===== config.mk =====
export PLATFORM = sky130hd
export DESIGN_NAME = tmcap_timer
export DESIGN_NICKNAME = d
export VERILOG_FILES = /design/src/shared/tmcap_pkg.sv /design/src/tmcap_timer.sv
export VERILOG_INCLUDE_DIRS = /design/src /design/src/shared
export SDC_FILE = /design/constraint.sdc
export NUM_CORES = 1
export LEC_CHECK = 0
export BUFFER_PORTS_ARGS = -buffer_cell sky130_fd_sc_hd__buf_2
export CAP_MARGIN = 20
export CORE_AREA = 2 2 139 141
export CTS_BUF_LIST = sky130_fd_sc_hd__clkbuf_16
export CTS_CLUSTER_SIZE = 10
export DETAILED_ROUTE_END_ITERATION = 6
export DIE_AREA = 0 0 141 143
export GPL_TIMING_DRIVEN = 0
export PLACE_DENSITY = 0.58
export SYNTH_ARGS = -nofsm -noshare
export SYNTH_HDL_FRONTEND = slang
export SYNTH_SLANG_ARGS = --single-unit

===== constraint.sdc =====
create_clock -name clk -period 5.32 [get_ports clk]
set_input_delay 1.596 -clock clk [delete_from_list [all_inputs] [get_ports clk]]
set_output_delay 1.596 -clock clk [all_outputs]
set_load 0.03 [all_outputs]

===== src/shared/tmcap_map.svh =====
/*
 register map, field positions, reset values and timing counts of the
 16-bit timer/counter with input capture; assumes an APB slave with
 32-bit data, one aligned word per byte register.
*/
`ifndef TMCAP_MAP_SVH
`define TMCAP_MAP_SVH

`define TMCAP_OFF_CTRL_A      12'h000
`define TMCAP_OFF_CTRL_B      12'h004
`define TMCAP_OFF_CNT_LO      12'h008
`define TMCAP_OFF_CNT_HI      12'h00C
`define TMCAP_OFF_CAP_LO      12'h010
`define TMCAP_OFF_CAP_HI      12'h014
`define TMCAP_OFF_CMPA_LO     12'h018
`define TMCAP_OFF_CMPA_HI     12'h01C
`define TMCAP_OFF_CMPB_LO     12'h020
`define TMCAP_OFF_CMPB_HI     12'h024
`define TMCAP_OFF_FLAGS       12'h028
`define TMCAP_OFF_IMASK       12'h02C
`define TMCAP_OFF_CMP_CS      12'h030

`define TMCAP_A_WGM_LO        0
`define TMCAP_B_CS_LO         0
`define TMCAP_B_WGM_HI        3
`define TMCAP_B_EDGE          6
`define TMCAP_B_FILT          7
`define TMCAP_FLAG_OVF        0
`define TMCAP_FLAG_CAP        1
`define TMCAP_MASK_CAP        1
`define TMCAP_CS_CAPSEL       0
`define TMCAP_CS_ACO          1

`define TMCAP_RST_BYTE        8'h00
`define TMCAP_RST_WORD        16'h0000
`define TMCAP_MAX             16'hFFFF
`define TMCAP_FILT_SAMPLES    4
`define TMCAP_EXT_CS_FALL     3'h6
`define TMCAP_EXT_CS_RISE     3'h7

`endif


===== src/shared/tmcap_pkg.sv =====
/*
 types of the 16-bit timer/counter with input capture;
 assumes tmcap_map.svh for all numbers.
*/
package tmcap_pkg;
   typedef enum logic [1:0]
   {
      TMCAP_DIR_UP   = 2'b00,
      TMCAP_DIR_DOWN = 2'b01
   } tmcap_dir_t;

   typedef enum logic [1:0]
   {
      TMCAP_TOP_MAX = 2'b00,
      TMCAP_TOP_FIX = 2'b01,
      TMCAP_TOP_CAP = 2'b10,
      TMCAP_TOP_CMP = 2'b11
   } tmcap_top_t;
endpackage : tmcap_pkg


===== src/tmcap_timer.sv =====
/*
 16-bit up/down timer/counter with input capture, noise filter and a
 shared high-byte holding register, reached over APB.
 assumes: single clock clk, synchronous active-high reset, APB master,
 pins may be asynchronous to clk, prescaler strobe supplied from outside.
*/
// How it works
// - clock select picks internal or external source
// - 16-bit counter clears, counts up or down
// - upper count byte accesses the holding register
// - low read latches high; low write commits
// - select zero stops; count still accessible
// - cpu write beats clear and count
// - four-bit mode field split over controls
// - overflow flag set per mode, interrupt capable
// - matching edge on selected input triggers capture
// - capture copies full count into capture register
// - capture flag set with the copy
// - enabled flag interrupts; clears by ack/one
// - capture low read fills holding register
// - capture writable only in capture-top modes
// - select bit switches trigger to comparator
// - source switch may capture; software clears flag
// - inputs synchronised; filter adds four cycles
// - capture input off in capture-top modes
// - filter output changes after four equal samples
// - one holding byte for all 16-bit registers
`timescale 1ns/10ps
`include "tmcap_map.svh"

module tmcap_timer
   import tmcap_pkg::*;
(
   // clock and reset
   input  wire logic        clk,
   input  wire logic        reset,
   // apb slave
   input  wire logic        psel,
   input  wire logic        penable,
   input  wire logic        pwrite,
   input  wire logic [11:0] paddr,
   input  wire logic [31:0] pwdata,
   output logic             pready,
   output logic [31:0]      prdata,
   output logic             pslverr,
   // timer inputs
   input  wire logic        prescale_tick,
   input  wire logic        external_clock_pin,
   input  wire logic        capture_pin,
   input  wire logic        comparator_output,
   // interrupt service handshake
   input  wire logic        capture_irq_ack,
   input  wire logic        overflow_irq_ack,
   // interrupt requests
   output logic             capture_irq,
   output logic             overflow_irq
);

   // --- registers
   logic [7:0]  timer_control_a_reg;
   logic [7:0]  timer_control_b_reg;
   logic [7:0]  holding_reg;
   logic [15:0] count_value_reg;
   logic [15:0] capture_register_reg;
   logic [15:0] cmp_a_reg;
   logic [15:0] cmp_b_reg;
   logic        overflow_flag_reg;
   logic        capture_flag_reg;
   logic        capture_interrupt_enable_reg;
   logic        overflow_ie_reg;
   logic        comparator_capture_select_reg;
   tmcap_dir_t  dir_reg;
   logic [2:0]  ext_sync_reg;
   logic [2:0]  trig_sync_reg;
   logic [3:0]  filt_hist_reg;
   logic        filt_out_reg;
   logic        edge_prev_reg;

   // --- decode
   logic [3:0]  waveform_mode_field;
   logic [2:0]  clock_source_select;
   logic        wr;
   logic        rd;
   logic        timer_tick;
   logic [15:0] top_val;
   tmcap_top_t  top_kind;
   logic        dual_slope;
   logic        edge_in;
   logic        capture_now;
   logic [15:0] count_next;
   logic        ovf_event;
   tmcap_dir_t  dir_next;

   function automatic logic is_addr(input logic [11:0] a, input logic [11:0] off);
      is_addr = (a == off);
   endfunction : is_addr

   // top value kind per mode; used for counting and capture access
   function automatic tmcap_top_t top_of(input logic [3:0] m);
      case (m)
         4'h1, 4'h2, 4'h3, 4'h5, 4'h6, 4'h7: top_of = TMCAP_TOP_FIX;
         4'h8, 4'hA, 4'hC, 4'hE:             top_of = TMCAP_TOP_CAP;
         4'h4, 4'h9, 4'hB, 4'hF:             top_of = TMCAP_TOP_CMP;
         default:                            top_of = TMCAP_TOP_MAX;
      endcase
   endfunction : top_of

   assign waveform_mode_field = {timer_control_b_reg[`TMCAP_B_WGM_HI +: 2],
                                 timer_control_a_reg[`TMCAP_A_WGM_LO +: 2]};
   assign clock_source_select = timer_control_b_reg[`TMCAP_B_CS_LO +: 3];
   assign wr = psel && penable && pwrite;
   assign rd = psel && penable && !pwrite;
   assign top_kind = top_of(waveform_mode_field);
   assign dual_slope = (waveform_mode_field inside {4'h1, 4'h2, 4'h3, 4'h8, 4'h9,
                                                    4'hA, 4'hB});

   always_comb
   begin
      case (waveform_mode_field)
         4'h1, 4'h5: top_val = 16'h00FF;
         4'h2, 4'h6: top_val = 16'h01FF;
         4'h3, 4'h7: top_val = 16'h03FF;
         4'h8, 4'hA, 4'hC, 4'hE: top_val = capture_register_reg;
         4'h4, 4'h9, 4'hB, 4'hF: top_val = cmp_a_reg;
         default: top_val = `TMCAP_MAX;
      endcase
   end

   // external pin: two-stage sync, third stage for edge
   always_ff @(posedge clk)
   begin
      if (reset)
         ext_sync_reg <= 3'b000;
      else
         ext_sync_reg <= {ext_sync_reg[1:0], external_clock_pin};
   end

   // timer tick select; zero stops the counter
   always_comb
   begin
      case (clock_source_select)
         3'h0: timer_tick = 1'b0;
         `TMCAP_EXT_CS_FALL: timer_tick = ext_sync_reg[2] & ~ext_sync_reg[1];
         `TMCAP_EXT_CS_RISE: timer_tick = ~ext_sync_reg[2] & ext_sync_reg[1];
         3'h1: timer_tick = 1'b1;
         default: timer_tick = prescale_tick;
      endcase
   end

   // counting sequence per mode
   always_comb
   begin
      count_next = count_value_reg;
      dir_next = dir_reg;
      ovf_event = 1'b0;
      if (timer_tick)
      begin
         if (dual_slope)
         begin
            if (dir_reg == TMCAP_DIR_UP && count_value_reg >= top_val)
            begin
               dir_next = TMCAP_DIR_DOWN;
               count_next = count_value_reg - 16'h0001;
            end
            else if (dir_reg == TMCAP_DIR_DOWN && count_value_reg == `TMCAP_RST_WORD)
            begin
               dir_next = TMCAP_DIR_UP;
               count_next = count_value_reg + 16'h0001;
               ovf_event = 1'b1;
            end
            else if (dir_reg == TMCAP_DIR_UP)
               count_next = count_value_reg + 16'h0001;
            else
               count_next = count_value_reg - 16'h0001;
         end
         else if (count_value_reg == top_val && top_kind != TMCAP_TOP_MAX)
         begin
            count_next = `TMCAP_RST_WORD;
            ovf_event = (waveform_mode_field != 4'h4 && waveform_mode_field != 4'hC);
         end
         else
         begin
            count_next = count_value_reg + 16'h0001;
            ovf_event = (count_value_reg == `TMCAP_MAX);
         end
      end
   end

   // counter; cpu low-byte write commits holding byte and wins
   always_ff @(posedge clk)
   begin
      if (reset)
      begin
         count_value_reg <= `TMCAP_RST_WORD;
         dir_reg <= TMCAP_DIR_UP;
      end
      else if (wr && is_addr(paddr, `TMCAP_OFF_CNT_LO))
      begin
         count_value_reg <= {holding_reg, pwdata[7:0]};
         dir_reg <= dir_reg;
      end
      else
      begin
         count_value_reg <= count_next;
         dir_reg <= dir_next;
      end
   end

   // trigger path: source mux ahead of sync, so a source change can edge
   always_ff @(posedge clk)
   begin
      if (reset)
         trig_sync_reg <= 3'b000;
      else
         trig_sync_reg <= {trig_sync_reg[1:0],
                           comparator_capture_select_reg ? comparator_output
                                                         : capture_pin};
   end

   // four-sample filter, system clock only
   always_ff @(posedge clk)
   begin
      if (reset)
      begin
         filt_hist_reg <= 4'h0;
         filt_out_reg <= 1'b0;
      end
      else
      begin
         filt_hist_reg <= {filt_hist_reg[2:0], trig_sync_reg[1]};
         if (filt_hist_reg == 4'hF)
            filt_out_reg <= 1'b1;
         else if (filt_hist_reg == 4'h0)
            filt_out_reg <= 1'b0;
      end
   end

   assign edge_in = timer_control_b_reg[`TMCAP_B_FILT] ? filt_out_reg
                                                       : trig_sync_reg[2];

   always_ff @(posedge clk)
   begin
      if (reset)
         edge_prev_reg <= 1'b0;
      else
         edge_prev_reg <= edge_in;
   end

   assign capture_now = (top_kind != TMCAP_TOP_CAP)
                        && (edge_prev_reg != edge_in)
                        && (edge_in == timer_control_b_reg[`TMCAP_B_EDGE]);

   // capture register: hardware copy or cpu write in capture-top modes
   always_ff @(posedge clk)
   begin
      if (reset)
         capture_register_reg <= `TMCAP_RST_WORD;
      else if (capture_now)
         capture_register_reg <= count_value_reg;
      else if (wr && is_addr(paddr, `TMCAP_OFF_CAP_LO) && top_kind == TMCAP_TOP_CAP)
         capture_register_reg <= {holding_reg, pwdata[7:0]};
   end

   // compare registers written through the holding byte
   always_ff @(posedge clk)
   begin
      if (reset)
      begin
         cmp_a_reg <= `TMCAP_RST_WORD;
         cmp_b_reg <= `TMCAP_RST_WORD;
      end
      else if (wr && is_addr(paddr, `TMCAP_OFF_CMPA_LO))
         cmp_a_reg <= {holding_reg, pwdata[7:0]};
      else if (wr && is_addr(paddr, `TMCAP_OFF_CMPB_LO))
         cmp_b_reg <= {holding_reg, pwdata[7:0]};
   end

   // one shared holding byte for every 16-bit register
   always_ff @(posedge clk)
   begin
      if (reset)
         holding_reg <= `TMCAP_RST_BYTE;
      else if (wr && (is_addr(paddr, `TMCAP_OFF_CNT_HI) || is_addr(paddr, `TMCAP_OFF_CAP_HI)
                      || is_addr(paddr, `TMCAP_OFF_CMPA_HI)
                      || is_addr(paddr, `TMCAP_OFF_CMPB_HI)))
         holding_reg <= pwdata[7:0];
      else if (rd && is_addr(paddr, `TMCAP_OFF_CNT_LO))
         holding_reg <= count_value_reg[15:8];
      else if (rd && is_addr(paddr, `TMCAP_OFF_CAP_LO))
         holding_reg <= capture_register_reg[15:8];
   end

   // control bytes
   always_ff @(posedge clk)
   begin
      if (reset)
      begin
         timer_control_a_reg <= `TMCAP_RST_BYTE;
         timer_control_b_reg <= `TMCAP_RST_BYTE;
         capture_interrupt_enable_reg <= 1'b0;
         overflow_ie_reg <= 1'b0;
         comparator_capture_select_reg <= 1'b0;
      end
      else if (wr)
      begin
         if (is_addr(paddr, `TMCAP_OFF_CTRL_A))
            timer_control_a_reg <= pwdata[7:0];
         if (is_addr(paddr, `TMCAP_OFF_CTRL_B))
            timer_control_b_reg <= pwdata[7:0];
         if (is_addr(paddr, `TMCAP_OFF_IMASK))
         begin
            capture_interrupt_enable_reg <= pwdata[`TMCAP_MASK_CAP];
            overflow_ie_reg <= pwdata[`TMCAP_FLAG_OVF];
         end
         if (is_addr(paddr, `TMCAP_OFF_CMP_CS))
            comparator_capture_select_reg <= pwdata[`TMCAP_CS_CAPSEL];
      end
   end

   // flags: set wins over write-one clear and over service ack
   always_ff @(posedge clk)
   begin
      if (reset)
      begin
         capture_flag_reg <= 1'b0;
         overflow_flag_reg <= 1'b0;
      end
      else
      begin
         if (capture_now)
            capture_flag_reg <= 1'b1;
         else if ((wr && is_addr(paddr, `TMCAP_OFF_FLAGS) && pwdata[`TMCAP_FLAG_CAP])
                  || (capture_irq_ack && capture_irq))
            capture_flag_reg <= 1'b0;
         if (ovf_event)
            overflow_flag_reg <= 1'b1;
         else if ((wr && is_addr(paddr, `TMCAP_OFF_FLAGS) && pwdata[`TMCAP_FLAG_OVF])
                  || (overflow_irq_ack && overflow_irq))
            overflow_flag_reg <= 1'b0;
      end
   end

   // interrupt requests one cycle behind their flags
   always_ff @(posedge clk)
   begin
      if (reset)
      begin
         capture_irq <= 1'b0;
         overflow_irq <= 1'b0;
      end
      else
      begin
         capture_irq <= capture_flag_reg && capture_interrupt_enable_reg
                        && !(capture_irq_ack && capture_irq);
         overflow_irq <= overflow_flag_reg && overflow_ie_reg
                         && !(overflow_irq_ack && overflow_irq);
      end
   end

   // apb: zero-wait, read data registered in setup so it stands in access
   always_ff @(posedge clk)
   begin
      if (reset)
      begin
         pready <= 1'b0;
         prdata <= 32'h0000_0000;
         pslverr <= 1'b0;
      end
      else
      begin
         pready <= psel && !penable;
         pslverr <= psel && !penable && (paddr > `TMCAP_OFF_CMP_CS || paddr[1:0] != 2'b00);
         prdata <= 32'h0000_0000;
         if (psel && !penable && !pwrite)
         begin
            case (paddr)
               `TMCAP_OFF_CTRL_A:  prdata <= {24'h00_0000, timer_control_a_reg};
               `TMCAP_OFF_CTRL_B:  prdata <= {24'h00_0000, timer_control_b_reg};
               `TMCAP_OFF_CNT_LO:  prdata <= {24'h00_0000, count_value_reg[7:0]};
               `TMCAP_OFF_CAP_LO:  prdata <= {24'h00_0000, capture_register_reg[7:0]};
               `TMCAP_OFF_CNT_HI,
               `TMCAP_OFF_CAP_HI:  prdata <= {24'h00_0000, holding_reg};
               `TMCAP_OFF_CMPA_LO: prdata <= {24'h00_0000, cmp_a_reg[7:0]};
               `TMCAP_OFF_CMPA_HI: prdata <= {24'h00_0000, cmp_a_reg[15:8]};
               `TMCAP_OFF_CMPB_LO: prdata <= {24'h00_0000, cmp_b_reg[7:0]};
               `TMCAP_OFF_CMPB_HI: prdata <= {24'h00_0000, cmp_b_reg[15:8]};
               `TMCAP_OFF_FLAGS:   prdata <= {30'h0000_0000, capture_flag_reg,
                                              overflow_flag_reg};
               `TMCAP_OFF_IMASK:   prdata <= {30'h0000_0000, capture_interrupt_enable_reg,
                                              overflow_ie_reg};
               `TMCAP_OFF_CMP_CS:  prdata <= {30'h0000_0000, comparator_output,
                                              comparator_capture_select_reg};
               default:            prdata <= 32'h0000_0000;
            endcase
         end
      end
   end

endmodule : tmcap_timer


==> reports/summary.txt <==
Final Setup Violations: 0
Worst Path Required: 5660 ps
Root Buffer: clkbuf_16
Die height: 143 um
N_diodes: 0
Non-filler cells, final: 1193
Worst Reg-to-Reg Cells: 17
Max-cap violations: 0
Dpl hpwl: 18780 um
Site Rows: 50
Register area: 2342 um2
Clock insertion delay at the later pin of the skew report: 420 ps
Post_cts resized: 0
Ports: 91
Tightest Hold Check Type: register to register
Via count: 7031
Main combinational cell family by area after synthesis: simple AND/OR/NAND/NOR gates
Maximum root-to-sink buffer count: 2
Worst Setup End Kind: register
Average size of a mapped cell: 7.924 um2
Port bufs: 37
Layout fillers: 1897
CP Data Arrival Time: 5170 ps
Xor-xnor portion of the synthesized cell area: 0.7694%
Grt total ovfl: 0
Largest fanout on the critical path: 10
Critical path cell sequence: clkbuf_1 > nor2b_1 > nand2_1 > o21ai_1 > clkbuf_1 > a22o_1 > nor2_1 > ha_1 > nand4_1 > nor2_1 > and2_1 > a2111oi_2 > a21oi_2 > buf_2 > nor4_1 > nor3_1 > a211oi_2
Synthesized area: 6830 um2
Simple-gate share of the synthesized area: 25.48%
DRC Markers: 0
Post-synthesis sequential area ratio: 34.29%
CTS buffer count: 17
RSZ-0062 raised after global routing: no
Synth warn: 0
EDFF count, synth: 0
VDD IR max: 0.0002603 V
Placed Cells: 1159
Post-synthesis adder-cell area fraction: 3.297%
P_leak: 2.978 nW
Multi-input logic area: 4113 um2
Iteration-0 DRC count of the detailed router: 878
FMAX: 0.2069 GHz
Min-Delay Path Depth: 1
TNS Setup: 0 ps
Final hold violations: 0
Critical Setup Path Class: register to register
Top post-synthesis cells by area: dfxtp_1, mux2i_1, nand2_1
CTS tree: done
Cell count after synthesis: 862
Period utilization: 90.86%
Power density cells: 268.3 nW/um2
Initial Util: 36.76%
Routed Antenna Nets: 0
Routed len/inst: 21.61 um
TritonRoute pass-1 iters: 6
Fin Hold WS: 442.6 ps
Worst-path clk slew: 60 ps
Top FF cell, synth: dfxtp_1
Synth unique cells: 73
Core box area: 18580 um2
Crit path max-delay cell type: a2111oi_2
Via density: 5.894
Outcome: finished clean
Post-synthesis compound-gate area fraction: 21.69%
CTS H-tree lvls: 4
Max-slew violation count: 0
Slowest stage delay, CP: 720 ps
FF+latch count, synth: 117
Chip width: 141 um
Startpoint Class: register
Area grow syn2layout: 17.27%
Initial antenna violation count: 1
Max_slew headroom: 34.19%
Routed wire length: 25780 um
Total setup buffers inserted after CTS: 0
Final core occ: 43.11%
First-pass GRT wire length: 38760 um
GP Congestion: 0.9602
Clock skew: 8.729 ps
Largest net degree at the start of global routing: 17
Clock sinks: 117
Number of global-route vias before repair: 6397
Worst slew pin tran: 978.1 ps
Synth top area share: 34.29%
Post-synthesis mux area share: 7.565%
Total track usage: 25.69%
Hold-fix buffer count after cts: 0
FFs w/ async S/R, synth: 0%
Share of layout cells above drive strength 1: 13.03%
Total Die Area: 20160 um2
Minimum clock period: 4834 ps
Post-synth top area cell: dfxtp_1
Fin nets: 1019
-- cell usage in the layout, fill, tap and decap left out, types with 5 or more instances in the layout --
cell type  count
dfxtp_1      117
nand2_1      108
nor2_1        96
a21oi_1       68
clkbuf_1      49
mux2i_1       46
buf_2         43
nand3_1       29
buf_4         26
o21ai_0       25
conb_1        24
nor3_1        23
a211oi_1      19
ha_1          18
clkbuf_16     17
nor2b_1       13
a22oi_1       13
and3_1        13
o22ai_1       12
a22o_1        11
inv_1         11
a31oi_1       11
or3_1          9
nand4_1        9
o211ai_1       8
a221oi_1       7
nor4_1         7
and2_1         7
a222oi_1       7
nand3b_1       6
nand2b_1       5
a21o_1         5
o22a_1         5
mux2_2         5
a32oi_1        5
-- kinds of logic (layout without fill, tap and decap cells) --
| family | after synthesis | after routing |
|---|---|---|
| xor+xnor | 6 | 6 |
| compound gates | 221 | 221 |
| simple gates | 354 | 354 |
| flops | 117 | 117 |
| fa+ha+maj | 18 | 18 |
| buf+inv | 94 | 168 |
| mux | 51 | 51 |
| other cells | 1 | 24 |
-- layout make-up --
| class | count | area share [%] |
|---|---|---|
| Multi-Input combinational cell | 674 | 51.34 |
| Sequential cell | 117 | 29.24 |
| Buffer | 84 | 5.373 |
| Clock buffer | 17 | 5.311 |
| Tap cell | 234 | 3.655 |
| Timing Repair Buffer | 42 | 2.655 |
| Clock inverter | 15 | 1.953 |
| Inverter | 10 | 0.4686 |
-- synth_stat cells (4+ instances only) --
master	instances
nand2b_1	5
a222oi_1	7
dfxtp_1	117
or3_1	9
nor2_1	96
a31oi_1	11
a211oi_1	19
a21oi_1	68
o22a_1	5
clkbuf_1	49
nand2_1	108
a32oi_1	5
mux2_2	5
nand3_1	29
inv_1	10
and2_1	7
nand3b_1	6
ha_1	18
a21o_1	5
a22o_1	11
a221oi_1	7
nor2b_1	13
buf_4	25
and3_1	13
nor4_1	8
o21ai_0	25
a22oi_1	13
nor3_1	23
mux2i_1	46
o211ai_1	8
o22ai_1	12
nand4_1	9
nor3b_1	4
xor2_1	4
buf_2	4
or4_1	4
-- per-layer routing --
layer | vias to the layer above | share of wire [%] | track usage, %
met1 | 3263 | 42 | 33.41
met3 | 73 | 9.4 | 5.936
met2 | 414 | 45 | 41.57
met5 | - | 0.050 | 0
met4 | 2 | 3.4 | 9.895
li1 | 3279 | - | -
-- power by group --
part           switching (W)  leakage [nW]  internal [W]
clock network       0.000453         0.277      0.000691
logic              0.0000869          1.76     0.0000337
registers         0.00000322         0.944      0.000882
total               0.000543          2.98       0.00161
-- critical path, delay by kind of cell, from the launching register on --
| kind | cells | cell delay [ps] |
|---|---|---|
| AOI/OAI and AO/OA | 5 | 1730 |
| and+or+nand+nor | 8 | 1270 |
| buffers and inverters | 3 | 1110 |
| DFF | 1 | 320 |
| adders and majority gates | 1 | 320 |
-- final timing paths --
path,start,to,slack [ps]
min reg2reg,ext_sync_reg[0],ext_sync_reg[1],440
min,ext_sync_reg[0],ext_sync_reg[1],440
max reg2reg,timer_control_b_reg[3],count_value_reg[6],490
max,timer_control_b_reg[3],count_value_reg[6],490
-- through the flow --
step	instance area (um2)	setup slack [ps]	total power (W)
final	8010	486.4	0.002149
after global routing	8010	269.1	0.002202
after CTS	8000	446.0	0.002150
after detailed placement	7418	475.1	0.001022
after global placement	7395	304.2	0.001022
after floorplan	6917	1439	0.0009792
(Power assumes the default switching activity.)
